$ cat config.mk
export PLATFORM = sky130hd
export DESIGN_NAME = scom_top
export DESIGN_NICKNAME = d
export VERILOG_FILES = /design/src/core/scom_top.v /design/src/core/scom_pin_sync.v
export VERILOG_INCLUDE_DIRS = /design/src /design/src/core
export SDC_FILE = /design/constraint.sdc
export NUM_CORES = 1
export LEC_CHECK = 0
export BUFFER_PORTS_ARGS = -buffer_cell sky130_fd_sc_hd__buf_2
export CAP_MARGIN = 25
export CORE_ASPECT_RATIO = 1.75
export CORE_MARGIN = 1
export CORE_UTILIZATION = 66
export DETAILED_ROUTE_END_ITERATION = 10
export PLACE_DENSITY = 0.93
export SYNTH_ARGS = -nofsm -noshare
export SYNTH_HDL_FRONTEND = slang
export SYNTH_HIERARCHICAL = 1
export SYNTH_SLANG_ARGS = --single-unit
$ cat constraint.sdc
create_clock -name clk_i -period 5.4 [get_ports clk_i]
set_clock_uncertainty 0.1 [all_clocks]
set_input_delay 1.08 -clock clk_i [delete_from_list [all_inputs] [get_ports clk_i]]
set_output_delay 1.08 -clock clk_i [all_outputs]
set_load 0.02 [all_outputs]
$ cat src/core/scom_regs.vh
// register offsets, field layout, slave addresses and timing for the serial output mux
// assumes a 20 MHz core clock; included by bare name
`ifndef SCOM_REGS_VH
`define SCOM_REGS_VH

// register indices on the serial link
`define SCOM_IDX_STORED_OUTPUT_A 2'h0
`define SCOM_IDX_STORED_OUTPUT_B 2'h1
`define SCOM_IDX_INPUT_CAPTURE   2'h2

// slave addresses chosen by the address select pin
`define SCOM_ADDR_SEL_HIGH 7'h4e
`define SCOM_ADDR_SEL_LOW  7'h37

// route select codes, byte bits 7:6
`define SCOM_ROUTE_STORED_A 2'h0
`define SCOM_ROUTE_STORED_B 2'h1
`define SCOM_ROUTE_INPUTS   2'h2
`define SCOM_ROUTE_RESERVED 2'h3
`define SCOM_ROUTE_RESET    2'h2

// field positions in a stored output byte
`define SCOM_FLD_ROUTE_HI 7
`define SCOM_FLD_ROUTE_LO 6
`define SCOM_FLD_NMO      4
`define SCOM_STORED_RESET 6'h00

// non-volatile update time
`define SCOM_CLK_HZ        20000000
`define SCOM_NV_UPDATE_MS  10
`define SCOM_NV_CYCLES     (`SCOM_NV_UPDATE_MS * (`SCOM_CLK_HZ / 1000))

`endif

$ cat src/core/scom_top.v
// serial controlled five bit output mux with one latched non-muxed output
// assumes the two-wire master supplies the serial clock; all pins are asynchronous
`timescale 1ns/1ps
`default_nettype none
`include "scom_regs.vh"

// Overview of operation
// - the serial port is a two-wire slave only and works at both 100 and 400 kbit/s.
// - only one 7-bit address answers, 1001110 with address select high, else 0110111.
// - after reset the route select code is 10 so the muxed outputs pass the parallel inputs.
// - code 00 passes stored register A, 01 stored register B, 10 the parallel inputs.
// - a newly written route takes effect only at the next stop condition.
// - with the force-low pin at 0 every output, muxed and non-muxed, is 0.
// - with write protect at 1 serial writes are ignored and stored values kept.
// - routing pin 0 drives the muxed outputs from the source the route select code picks, 1 from the inputs.
// - the non-muxed latch is transparent with routing pin 0 and route code 00 or 01, and holds otherwise.
// - registers are A at 00H and B at 01H read/write, and input capture at 02H read only.
// - input capture holds the 5-bit parallel input value and writes never change it.
// - stored byte bits 7:6 are route select, bit 4 the non-muxed bit, bits 5,3:0 data.
// - a write is address plus one byte whose top two bits pick A or B, low six the data.
// - a read returns A, B, then input capture, and the master may stop after A.
// - a write reaches the stored register only after the 10 ms non-volatile update.
// - input capture samples the inputs on the first serial clock after a start.
module scom_top #(
	parameter NV_CYCLES = `SCOM_NV_CYCLES,
	parameter NV_W      = 18
) (
	// clock and reset
	input  wire       clk_i,
	input  wire       nrst_i,
	// two-wire serial link
	input  wire       scl_i,
	input  wire       sda_i,
	output wire       sda_o,
	output wire       sda_oe_o,
	// configuration pins
	input  wire       slave_address_select_i,
	input  wire       force_low_pin_n_i,
	input  wire       write_protect_i,
	input  wire       routing_select_pin_i,
	// parallel port
	input  wire [4:0] par_in_i,
	output wire [4:0] mux_out_o,
	output wire       non_mux_out_o
);

	localparam [6:0] ST_IDLE = 7'h01;
	localparam [6:0] ST_ADDR = 7'h02;
	localparam [6:0] ST_AACK = 7'h04;
	localparam [6:0] ST_WR   = 7'h08;
	localparam [6:0] ST_WACK = 7'h10;
	localparam [6:0] ST_RD   = 7'h20;
	localparam [6:0] ST_RACK = 7'h40;
	localparam integer    NV_LAST_I = NV_CYCLES - 1;
	localparam [NV_W-1:0] NV_LAST   = NV_LAST_I[NV_W-1:0];

	wire [10:0] pins;
	scom_pin_sync #(
		.W    (11),
		.INIT (11'h680)
	) u_sync (
		.clk_i  (clk_i),
		.nrst_i (nrst_i),
		.d_i    ({scl_i, sda_i, slave_address_select_i, force_low_pin_n_i,
			write_protect_i, routing_select_pin_i, par_in_i}),
		.q_o    (pins)
	);
	wire       scl       = pins[10];
	wire       sda       = pins[9];
	wire       slave_address_select      = pins[8];
	wire       force_n   = pins[7];
	wire       wp        = pins[6];
	wire       route_pin = pins[5];
	wire [4:0] pin_in    = pins[4:0];

	reg        scl_p_q;
	reg        sda_p_q;
	reg  [6:0] state_q;
	reg  [3:0] cnt_q;
	reg  [7:0] shift_q;
	reg  [1:0] idx_q;
	reg        sda_oe_q;
	reg        cap_pend_q;
	reg  [4:0] input_capture_q;
	reg  [5:0] stored_output_a_q;
	reg  [5:0] stored_output_b_q;
	reg  [1:0] route_q;
	reg  [1:0] route_pend_q;
	reg        route_pend_v_q;
	reg        nv_busy_q;
	reg        nv_dest_q;
	reg  [5:0] nv_data_q;
	reg  [NV_W-1:0] nv_cnt_q;
	reg  [4:0] mux_q;
	reg        nmo_latch_q;
	reg        nmo_q;

	wire scl_rise = scl & ~scl_p_q;
	wire scl_fall = ~scl & scl_p_q;
	wire start_ev = scl & scl_p_q & sda_p_q & ~sda;
	wire stop_ev  = scl & scl_p_q & ~sda_p_q & sda;
	wire [6:0] my_addr = slave_address_select ? `SCOM_ADDR_SEL_HIGH : `SCOM_ADDR_SEL_LOW;

	reg [7:0] rd_byte;
	always @*
	begin
		case (idx_q)
			`SCOM_IDX_STORED_OUTPUT_A: rd_byte = {2'h0, stored_output_a_q};
			`SCOM_IDX_STORED_OUTPUT_B: rd_byte = {2'h0, stored_output_b_q};
			default:                   rd_byte = {3'h0, input_capture_q};
		endcase
	end

	// serial slave: shift on clock rise, drive on clock fall
	always @(posedge clk_i or negedge nrst_i)
	begin
		if (!nrst_i)
		begin
			scl_p_q         <= 1'b1;
			sda_p_q         <= 1'b1;
			state_q         <= ST_IDLE;
			cnt_q           <= 4'h0;
			shift_q         <= 8'h00;
			idx_q           <= 2'h0;
			sda_oe_q        <= 1'b0;
			cap_pend_q      <= 1'b0;
			input_capture_q <= 5'h00;
			route_q         <= `SCOM_ROUTE_RESET;
			route_pend_q    <= `SCOM_ROUTE_RESET;
			route_pend_v_q  <= 1'b0;
			nv_busy_q       <= 1'b0;
			nv_dest_q       <= 1'b0;
			nv_data_q       <= 6'h00;
		end
		else
		begin
			scl_p_q <= scl;
			sda_p_q <= sda;
			// clear only on a real commit; a write ack below sets it again and wins
			if (nv_busy_q && nv_cnt_q == NV_LAST && state_q != ST_WACK)
				nv_busy_q <= 1'b0;
			if (start_ev)
			begin
				state_q    <= ST_ADDR;
				cnt_q      <= 4'h0;
				sda_oe_q   <= 1'b0;
				cap_pend_q <= 1'b1;
			end
			else if (stop_ev)
			begin
				state_q        <= ST_IDLE;
				sda_oe_q       <= 1'b0;
				route_pend_v_q <= 1'b0;
				if (route_pend_v_q)
					route_q <= route_pend_q;
			end
			else
			begin
				if (scl_rise && cap_pend_q)
				begin
					input_capture_q <= pin_in;
					cap_pend_q      <= 1'b0;
				end
				case (state_q)
					ST_IDLE:
						sda_oe_q <= 1'b0;
					ST_ADDR:
						if (scl_rise)
						begin
							shift_q <= {shift_q[6:0], sda};
							cnt_q   <= cnt_q + 4'h1;
						end
						else if (scl_fall && cnt_q == 4'h8)
						begin
							if (shift_q[7:1] == my_addr)
							begin
								state_q  <= ST_AACK;
								sda_oe_q <= 1'b1;
								idx_q    <= `SCOM_IDX_STORED_OUTPUT_A;
							end
							else
								state_q <= ST_IDLE;
						end
					ST_AACK:
						if (scl_fall)
						begin
							cnt_q <= 4'h0;
							if (shift_q[0])
							begin
								state_q  <= ST_RD;
								shift_q  <= rd_byte;
								sda_oe_q <= ~rd_byte[7];
							end
							else
							begin
								state_q  <= ST_WR;
								sda_oe_q <= 1'b0;
							end
						end
					ST_WR:
						if (scl_rise)
						begin
							shift_q <= {shift_q[6:0], sda};
							cnt_q   <= cnt_q + 4'h1;
						end
						else if (scl_fall && cnt_q == 4'h8)
						begin
							state_q  <= ST_WACK;
							sda_oe_q <= 1'b1;
							if (!wp)
							begin
								if (shift_q[7:6] != `SCOM_ROUTE_RESERVED)
								begin
									route_pend_q   <= shift_q[7:6];
									route_pend_v_q <= 1'b1;
								end
								if (shift_q[7] == 1'b0)
								begin
									nv_busy_q <= 1'b1;
									nv_dest_q <= shift_q[6];
									nv_data_q <= shift_q[5:0];
								end
							end
						end
					ST_WACK:
						if (scl_fall)
						begin
							state_q  <= ST_IDLE;
							sda_oe_q <= 1'b0;
						end
					ST_RD:
						if (scl_rise)
							cnt_q <= cnt_q + 4'h1;
						else if (scl_fall)
						begin
							if (cnt_q == 4'h8)
							begin
								state_q  <= ST_RACK;
								sda_oe_q <= 1'b0;
							end
							else
							begin
								shift_q  <= {shift_q[6:0], 1'b0};
								sda_oe_q <= ~shift_q[6];
							end
						end
					ST_RACK:
						if (scl_rise)
						begin
							if (sda)
								state_q <= ST_IDLE;
							else
								idx_q <= (idx_q == `SCOM_IDX_INPUT_CAPTURE) ?
									`SCOM_IDX_STORED_OUTPUT_A : idx_q + 2'h1;
						end
						else if (scl_fall)
						begin
							state_q  <= ST_RD;
							cnt_q    <= 4'h0;
							shift_q  <= rd_byte;
							sda_oe_q <= ~rd_byte[7];
						end
					default:
						state_q <= ST_IDLE;
				endcase
			end
		end
	end

	// non-volatile update timer and commit
	always @(posedge clk_i or negedge nrst_i)
	begin
		if (!nrst_i)
		begin
			nv_cnt_q          <= {NV_W{1'b0}};
			stored_output_a_q <= `SCOM_STORED_RESET;
			stored_output_b_q <= `SCOM_STORED_RESET;
		end
		else if (!nv_busy_q || state_q == ST_WACK)
			nv_cnt_q <= {NV_W{1'b0}};
		else if (nv_cnt_q == NV_LAST)
		begin
			nv_cnt_q <= {NV_W{1'b0}};
			if (nv_dest_q)
				stored_output_b_q <= nv_data_q;
			else
				stored_output_a_q <= nv_data_q;
		end
		else
			nv_cnt_q <= nv_cnt_q + {{(NV_W-1){1'b0}}, 1'b1};
	end

	// output mux and non-muxed latch
	reg [5:0] sel_data;
	always @*
	begin
		case (route_q)
			`SCOM_ROUTE_STORED_A: sel_data = stored_output_a_q;
			`SCOM_ROUTE_STORED_B: sel_data = stored_output_b_q;
			default:              sel_data = {pin_in[4], 1'b0, pin_in[3:0]};
		endcase
	end

	always @(posedge clk_i or negedge nrst_i)
	begin
		if (!nrst_i)
		begin
			mux_q       <= 5'h00;
			nmo_latch_q <= 1'b0;
			nmo_q       <= 1'b0;
		end
		else
		begin
			if (!route_pin && !route_q[1])
				nmo_latch_q <= sel_data[`SCOM_FLD_NMO];
			if (!force_n)
			begin
				mux_q <= 5'h00;
				nmo_q <= 1'b0;
			end
			else
			begin
				mux_q <= route_pin ? pin_in : {sel_data[5], sel_data[3:0]};
				nmo_q <= (!route_pin && !route_q[1]) ? sel_data[`SCOM_FLD_NMO] : nmo_latch_q;
			end
		end
	end

	assign sda_o         = 1'b0;
	assign sda_oe_o      = sda_oe_q;
	assign mux_out_o     = mux_q;
	assign non_mux_out_o = nmo_q;

endmodule

`default_nettype wire

$ cat src/core/scom_pin_sync.v
// three-stage pin synchroniser, one per bit
// assumes inputs come from outside the clk_i domain
`timescale 1ns/1ps
`default_nettype none

module scom_pin_sync #(
	parameter         W    = 1,
	parameter [W-1:0] INIT = {W{1'b0}}
) (
	// clock and reset
	input  wire         clk_i,
	input  wire         nrst_i,
	// pins in, filtered levels out
	input  wire [W-1:0] d_i,
	output wire [W-1:0] q_o
);

	genvar g;
	generate
		for (g = 0; g < W; g = g + 1)
		begin : g_bit
			reg s1_q;
			reg s2_q;
			reg s3_q;
			reg out_q;
			always @(posedge clk_i or negedge nrst_i)
			begin
				if (!nrst_i)
				begin
					s1_q  <= INIT[g];
					s2_q  <= INIT[g];
					s3_q  <= INIT[g];
					out_q <= INIT[g];
				end
				else
				begin
					s1_q <= d_i[g];
					s2_q <= s1_q;
					s3_q <= s2_q;
					// a change counts once stages two and three agree
					if (s2_q == s3_q)
						out_q <= s3_q;
				end
			end
			assign q_o[g] = out_q;
		end
	endgenerate

endmodule

`default_nettype wire

==> results of run 1 <==
-- cells in the mapped netlist, drive strengths merged (2+ instances only) --
cell,count
o21ai,24
or2,2
xnor2,8
maj3,11
nor2,48
o21a,4
dfrtp,107
a22o,7
nor3,7
nand3,20
o211ai,2
or4,3
a2111oi,3
and3,4
nor4,3
ha,6
a31oi,2
and3b,2
and2,3
nand2b,7
o31ai,3
a21oi,12
xor2,11
mux2,32
o211a,6
a211oi,4
clkbuf,10
nand4,4
or3,3
mux2i,14
nor2b,8
and4b,2
nor3b,2
dfstp,17
inv,12
nand2,35
buf,16
-- sequential cells by signal (all words and copies together), names as in the netlist, 7 cells and up --
signal,flops
nv_cnt_q,18
u_sync/g_bit.out_q,11
u_sync/g_bit.s1_q,11
u_sync/g_bit.s2_q,11
u_sync/g_bit.s3_q,11
shift_q,8
state_q,7
-- area by class of cell --
cell class	instances	area, sq um	share of cell area, %
Sequential cell	124	3124	49.71
Multi-Input combinational cell	314	2228	35.46
Tap cell	92	115.1	1.832
Clock inverter	13	188.9	3.006
Inverter	12	45.04	0.7167
Clock buffer	19	442.9	7.048
Timing Repair Buffer	22	140.1	2.230
-- kinds of logic (layout without fill, tap and decap cells) --
kind of cell,after synthesis,after routing,share of synthesized area (%)
DFF,124,124,56.15
muxes,46,46,9.332
and+or+nand+nor,157,157,14.91
buffers and inverters,38,66,3.800
AOI/OAI and AO/OA,74,74,9.175
adders and majority gates,17,17,3.575
other,1,1,0.06740
xor gates and xnor gates,19,19,2.991
-- power groups by stage --
stage | clock network, uW | logic (uW) | registers, uW
floorplan | 0 | 337 | 1070
global route | 1270 | 463 | 1110
CTS | 1230 | 419 | 1100
detailed placement | 0 | 412 | 1110
global placement | 0 | 404 | 1100
finish | 1220 | 427 | 1100
-- cell usage in the layout, fill, tap and decap left out, types with 3 or more instances in the layout --
cell	netlist	final
nor3_2	3	3
clkbuf_16	0	17
a211oi_1	4	4
nor2_1	48	48
nand3_1	19	19
nand2_1	34	34
mux2_2	27	27
nor2b_1	8	8
bufinv_16	0	4
and3_1	4	4
xor2_1	11	11
xnor2_1	8	8
nand2b_1	7	7
or3_1	3	3
buf_2	1	18
dfstp_2	17	17
and2_1	3	3
a21oi_1	12	12
inv_6	0	3
mux2i_1	14	14
maj3_2	11	11
o21a_1	4	4
nor3_1	4	4
dfrtp_1	107	107
ha_1	6	6
o211a_1	6	6
mux2_4	5	5
o21ai_0	23	23
inv_1	12	12
o31ai_1	3	3
a2111oi_0	3	3
nand4_1	4	4
buf_4	12	3
a22o_1	7	7
-- per-layer routing --
layer	vias up	track usage (%)	wire length [microns]
met5	-	0	0
met2	148	58.75	7162
met3	48	7.824	554
li1	1699	-	-
met1	1935	35.03	4714
met4	0	19.88	577
-- how the worst max path moves through the flow --
| stage | from | endpoint | slack [ns] | cells past startpoint |
|---|---|---|---|---|
| after floorplan | state_q[1]$_DFFE_PN0P_ | shift_q[1]$_DFFE_PN0P_ | 2.87 | 9 |
| after global placement | state_q[1]$_DFFE_PN0P_ | shift_q[4]$_DFFE_PN0P_ | 2.67 | 6 |
| after detailed placement | state_q[3]$_DFFE_PN0P_ | cnt_q[2]$_DFFE_PN0P_ | 2.61 | 6 |
| after CTS | nv_cnt_q[13]$_DFF_PN0_ | stored_output_a_q[2]$_DFFE_PN0P_ | 2.55 | 4 |
| after global routing | state_q[3]$_DFFE_PN0P_ | cnt_q[2]$_DFFE_PN0P_ | 2.50 | 6 |
| final | nv_cnt_q[13]$_DFF_PN0_ | stored_output_a_q[2]$_DFFE_PN0P_ | 2.54 | 4 |
-- worst max-delay path: stages (launching register included) --
cell and delay [ns]:
dfrtp_1 0.44, or4b_1 0.54, or4_1 0.65, nor3_2 0.58, mux2_2 0.42
-- stage by stage --
step	instance area, sq um	std cells	setup WS (ns)	util (%)
after floorplan	5564	476	2.874	-
after global placement	5625	563	2.667	68.12
after detailed placement	5625	563	2.612	68.12
after CTS	6257	595	2.554	75.77
after global routing	6285	596	2.503	76.11
final	6285	596	2.539	76.11
==> summary by stage, run 1 <==
Min path
The cell depth of the worst hold path is 0. For hold timing, the worst endpoint is u_sync/g_bit[3].s2_q$_DFF_PN0_. The worst hold path startpoint is u_sync/g_bit[3].s1_q$_DFF_PN0_.

The type of the worst min-delay path is flop to flop.

Setup path
The category of the most critical setup path is flop to flop. The count of cells along the worst register-to-register path is 4. In this run the critical register-to-register path is captured at stored_output_a_q[2]$_DFFE_PN0P_. At the worst endpoint, the required time is 5.59 ns. The worst setup path is captured at a flop. The beginning of the worst register-to-register path is nv_cnt_q[13]$_DFF_PN0_. For the worst setup path, the data arrival time is 3.05 ns. The largest driver fanout on the critical path is 6. STA classifies the critical path startpoint as a flop. The register-to-register setup slack is 2.54 ns.

Global routing
The number of antenna violations at the first check in global routing was 0. The via count of the first global-routing pass was 4,128. Entering global routing, the biggest net connects 85 pins. The total congestion overflow after global routing is 0. For this run, the total global-route usage over all layers was measured as 33.02%. The first global-routing pass estimated 21.04 mm of wire.

Die
Measured along the y axis, the die boundary spans between 100 and 150 microns. The standard-cell row count is 44. The I/O pin count is 21. The starting density of the core is 67.38%. The die footprint is roughly 9000 sq um. The placeable core region is slightly above 8000 sq um. In this run the horizontal extent of the chip is ~71 microns.

Power and ir drop
The leakage power is between 0.002 and 0.003 uW. The total power is 2748 uW. In this run switching power makes up around 28% of total power.

The share of total power dissipated in the clock network is roughly 44%. Across the VDD grid, the largest voltage drop is 0.4271 mV. The switching component of the power is 773.1 uW. The combinational power share is 15.5%. The internal portion of the total power is 1975 uW.

The power share of the sequential group is 40.0%. The ratio of total power to cell area is 437.3 nW/um^2.

STA
The worst path needs 2.861 ns of the cycle, external delays included. For the pin with the worst max-slew slack, the measured transition is 0.8319 ns. The number of slew-limit violations in the final report is 0. Setup repair after global routing left no endpoint under its margin. Timing would allow up to about 0.35 GHz. Measured against its own limit, the worst slew margin works out to 44.34%.

Across all hold checks on the routed design, the worst slack comes to 0.2497 ns. The hold violation total from the final report was 0. Adding up every negative setup slack in the final design gives 0 ns. The total of endpoints with negative setup slack in the final report is 0. The post-route fraction of the period consumed by the critical path is 52.99%.

Yosys
Synthesis inferred ~120 register bits. The synthesized net count is between 400 and 500. The biggest area contributor in the post-synthesis netlist is dfrtp_1.

The mapped netlist covers 5564 sq um. The async set-or-reset flop fraction in the synthesized netlist is 100.0%. During synthesis, Yosys emitted a total of 6 warnings. Synthesis handed over a netlist of 476 instances. In the post-synthesis netlist, the biggest area contributors are dfrtp_1 (48%), dfstp_2 (8.0%), mux2_2 (5.5%). The count of cell types in the netlist is 60. A synthesized cell averages 11.69 sq um. The area share of the largest cell type after synthesis is 48.12%. The count of flip-flops with a built-in enable after synthesis is 0. Sequential cells were found to cover between 50% and 60% of the synthesized design area. The dominant register cell in the synthesized netlist is dfrtp_1.

Clock network
The post-CTS setup repair buffer count is 0. The clock tree from TritonCTS is done. In this run, post-CTS hold repair placed 0 buffers. The clock passes through at most 2 buffers.

Buffers inserted during clock tree synthesis total 17. The cell sitting at the root of the clock tree is a clkbuf_16. The clock transition at the registers of the reported paths is ~0.06 ns. Clock tree synthesis found a total of approximately 120 sinks. The later pin in the worst-skew pair is clocked with a latency of 0.41 ns. The level count of the clock H-tree is 4. The count of cells resized by post-cts repair is 0.

Drt
The count of routing violations after the opening detailed-route iteration is 299. The detailed-route vias per instance is 6.426. The number of nets still failing antenna checks after routing is 0.

Dividing the detail-routed wire length by the instance count gives 21.83 microns. The final layout contains routed wiring with a total length of 13.01 mm. The vias after detailed routing is 3,830. The remaining design rule violation count is 1. The first detailed-routing pass ran for 8 iterations.

Layout
After filler insertion, the fill cell instance count of the layout stands at 465. The ratio of cells with drive above 1 in the final layout is between 20% and 30%. The final net count is 510. The diode insertion count for antenna repair is 0. The area growth from synthesis to layout is 12.95%.

Flow run
The count of maximum capacitance violations is 0.

Placed design
The total of buffers placed on input and output ports is 19. Detailed placement finished with a half-perimeter wire length of 7.950 mm. The final estimated routing congestion in global placement is 0.9792.

Status
The run finished, with violations left. The final reports fail on design-rule violations.
Power figures use the tool's default switching activity.
==> run 2: changes to the inputs <==
CORE_UTILIZATION = 61   (was 66)
PLACE_DENSITY = 0.88   (was 0.93)
clock period = 2.7 ns   (was 5.4 ns; I/O delays follow)
==> run 2 against run 1 <==
The flow now finishes without violations. Die area increased by 8.0%. Sequential power increased by 98%. Total power increased by 93%.
==> summary by stage, run 2 (same netlist as run 1, synthesis figures left out) <==
Power and ir drop
The total power is between 5000 and 6000 uW. Net switching is 28.24% of the power. Internal power comes to 3809 uW.

In this run the static leakage power is 0.002865 uW. For this design the total switching power over the nets is around 1500 uW. The share of total power dissipated in combinational logic is 17.1%. The ratio of total power to cell area is approximately 830 nW/um^2. The worst supply voltage drop on vdd is 0.7584 mV. Per report_power, the clock group accounts for between 40% and 50% of the total.

The power share of the sequential group is a little over 40%.

Placed design
The total placed cells including tap cells is between 600 and 700. The total of buffers placed on input and output ports is 19. Summed over all nets, the half-perimeter wirelength after detailed placement is 7.691 mm. Prior to clock tree synthesis, the placed netlist has a worst setup slack of 0.1901 ns. The congestion estimate from routability-driven global placement came to slightly below 1.

Die
The placeable core region is 8783 sq um. The standard-cell row count is 45. In this run the count of I/O pins placed on the die edge is 21. Measured along the y axis, the die boundary spans 128.3 microns.

The die is approximately 74 microns wide. The die footprint is 9522 sq um. The starting density of the core is 63.35%.

Drt
The remaining design rule violation count is 0. Detailed routing inserted a total of 3,763 vias. The detailed-route vias per instance is 5.889. For this run, the detailed router's first-pass iteration total came to 5. The detail route stage leaves a number of antenna-violating nets equal to 0. The count of routing violations after the opening detailed-route iteration is 224. After detailed routing, the average wire length per cell comes to 18.49 microns.

Summed over all layers, the routed wires come to ~12 mm.

Layout
0 antenna diodes ended up in the layout. From synthesis to final layout, the design area changed by 15.04%. The ratio of cells with drive above 1 in the final layout is 27.01%.

Leaving out fill and tap cells, the most frequent cells in the layout are dfrtp_1 (107), nor2_1 (48), nand2_1 (34). The final cell count without fillers is 639. The flip-flop count of the largest register, all copies and words added is 18. The most common cell after layout, fill and taps aside is dfrtp_1. The final net count is 528. More flip-flops sit in one register than any other, and that register is nv_cnt_q.

The number of inserted filler cells in the final layout is 582.

Setup path
Traced cell by cell, the critical path runs through or4_4 -> or3_1 -> nand2_8 -> o211ai_4 -> or2_1 -> mux2_4. The largest incremental delay on the critical path is about 0.55 ns. The critical path ends at shift_q[5]$_DFFE_PN0P_. The category of cells accounting for the largest share of critical-path delay is simple AND/OR/NAND/NOR gates.

The critical path runs through a total of 6 cells. STA classifies the critical path startpoint as a flop. Across all register-to-register paths, the minimum setup slack is 0.14 ns. Of all nets on the critical path, the largest fanout is 7. The beginning of the worst register-to-register path is state_q[0]$_DFFE_PN1P_.

The capturing point of the worst reg2reg path is shift_q[5]$_DFFE_PN0P_. The count of cells along the worst register-to-register path is 6. The worst setup path is captured at a flop. The category of the most critical setup path is flop to flop. The critical path contains buffers and inverters numbering 0 combined. The endpoint arrival time on the critical path is between 2 and 3 ns.

The endpoint required time on the critical path is 2.90 ns. The origin of the worst setup path is state_q[0]$_DFFE_PN1P_. The standard cell with the maximum stage delay on the critical path is or4_4.

STA
The total of endpoints with negative setup slack in the final report is 0. The worst path meets setup with 0.1433 ns of slack. The hold violation total from the final report is 0. The post-layout minimum cycle time is ~2.6 ns.

For the pin with the worst max-slew slack, the measured transition is 0.6143 ns. Of the available clock period, the critical path in the final layout requires 94.69%. The number of slew-limit violations in the final report was 0. The fmax is 0.3911 GHz. Setup total negative slack on the finished layout was measured at 0 ns.

In this run the tightest slew margin relative to its limit is roughly 58%. Setup repair after global routing left no endpoint under its margin.

Min path
The type of the worst min-delay path is input port to flop. The worst hold path startpoint is scl_i.

Global routing
Global routing used 28.66% of the available tracks. For met1 alone, demand over resource in global routing was 30.15%. Entering global routing, the biggest net connects 57 pins. The total congestion overflow after global routing is 0. The global-route wire length before repair is 19.67 mm. After global routing, the most crowded layer is met2.

For this run, global-route usage on met3 was measured as 8.536%. Global routing used 49.30% of the available met2 tracks. The number of antenna violations at the first check in global routing was 0.

The via count of the first global-routing pass is 4,132.

Clock network
The number of hold buffers added after CTS was 1. TritonCTS built the clock tree. The cell sitting at the root of the clock tree is a clkbuf_16. The number of sinks on the clock net is roughly 120. In this run the deepest clock path goes through 2 buffers. The clock insertion delay at the later pin of the skew report is 0.42 ns.

The H-tree generated during clock tree synthesis spans 4 levels. After clock tree synthesis, the clock-pin slew on the worst setup and hold paths is 0.06 ns. The post-CTS setup repair buffer count is 0. The CTS buffer count is 17. The count of cells resized by post-cts repair is 0.

Flow run
The count of maximum capacitance violations is 0.

Status
The flow ran to the end, and the final reports show no timing, DRC or antenna violations.
run 2: per-layer routing:
layer  up-vias  share of wire, %
met3        50               2.9
met4         0               5.0
met2        96                55
met1      1886                37
met5         -                 0
li1       1731                 -
run 2: how the worst min path moves through the flow:
stage	slack, ns	to	cells after the start
finish	0.12	u_sync/g_bit[10].s1_q$_DFF_PN1_	1
global route	0.11	u_sync/g_bit[10].s1_q$_DFF_PN1_	1
CTS	0.11	u_sync/g_bit[10].s1_q$_DFF_PN1_	1
detailed placement	0.23	u_sync/g_bit[1].s2_q$_DFF_PN0_	0
global placement	0.23	u_sync/g_bit[6].s2_q$_DFF_PN0_	0
floorplan	0.14	cap_pend_q$_DFFE_PN0P_	0
run 2: power by group through the flow:
| stage | Combinational (uW) | Sequential [uW] | Clock (uW) |
|---|---|---|---|
| 3_3_place_gp | 871 | 2190 | 0 |
| 3_5_place_dp | 892 | 2210 | 0 |
| 4_1_cts | 906 | 2180 | 2240 |
| 5_1_grt | 994 | 2200 | 2320 |
| 6_report | 909 | 2180 | 2220 |
| 2_1_floorplan | 673 | 2150 | 0 |
run 2: cell type report:
type                       count  area, sq um  share of cell area, %
timing repair buffer          40        270.3                  4.222
sequential                   124         3124                  48.81
multi-input combinational    314         2228                  34.81
clock buffer                  19        442.9                  6.919
tap                          117        146.4                  2.287
inverter                      12        45.04                 0.7037
clock inverter                13        143.9                  2.248
run 2: through the flow:
stage	area (sq um)	hold WS, ns	utilization [%]
after CTS	6401	0.1102	72.88
final	6401	0.1200	72.88
after global placement	5804	0.2322	66.08
after floorplan	5564	0.1444	-
after global routing	6401	0.1060	72.88
after detailed placement	5804	0.2347	66.08
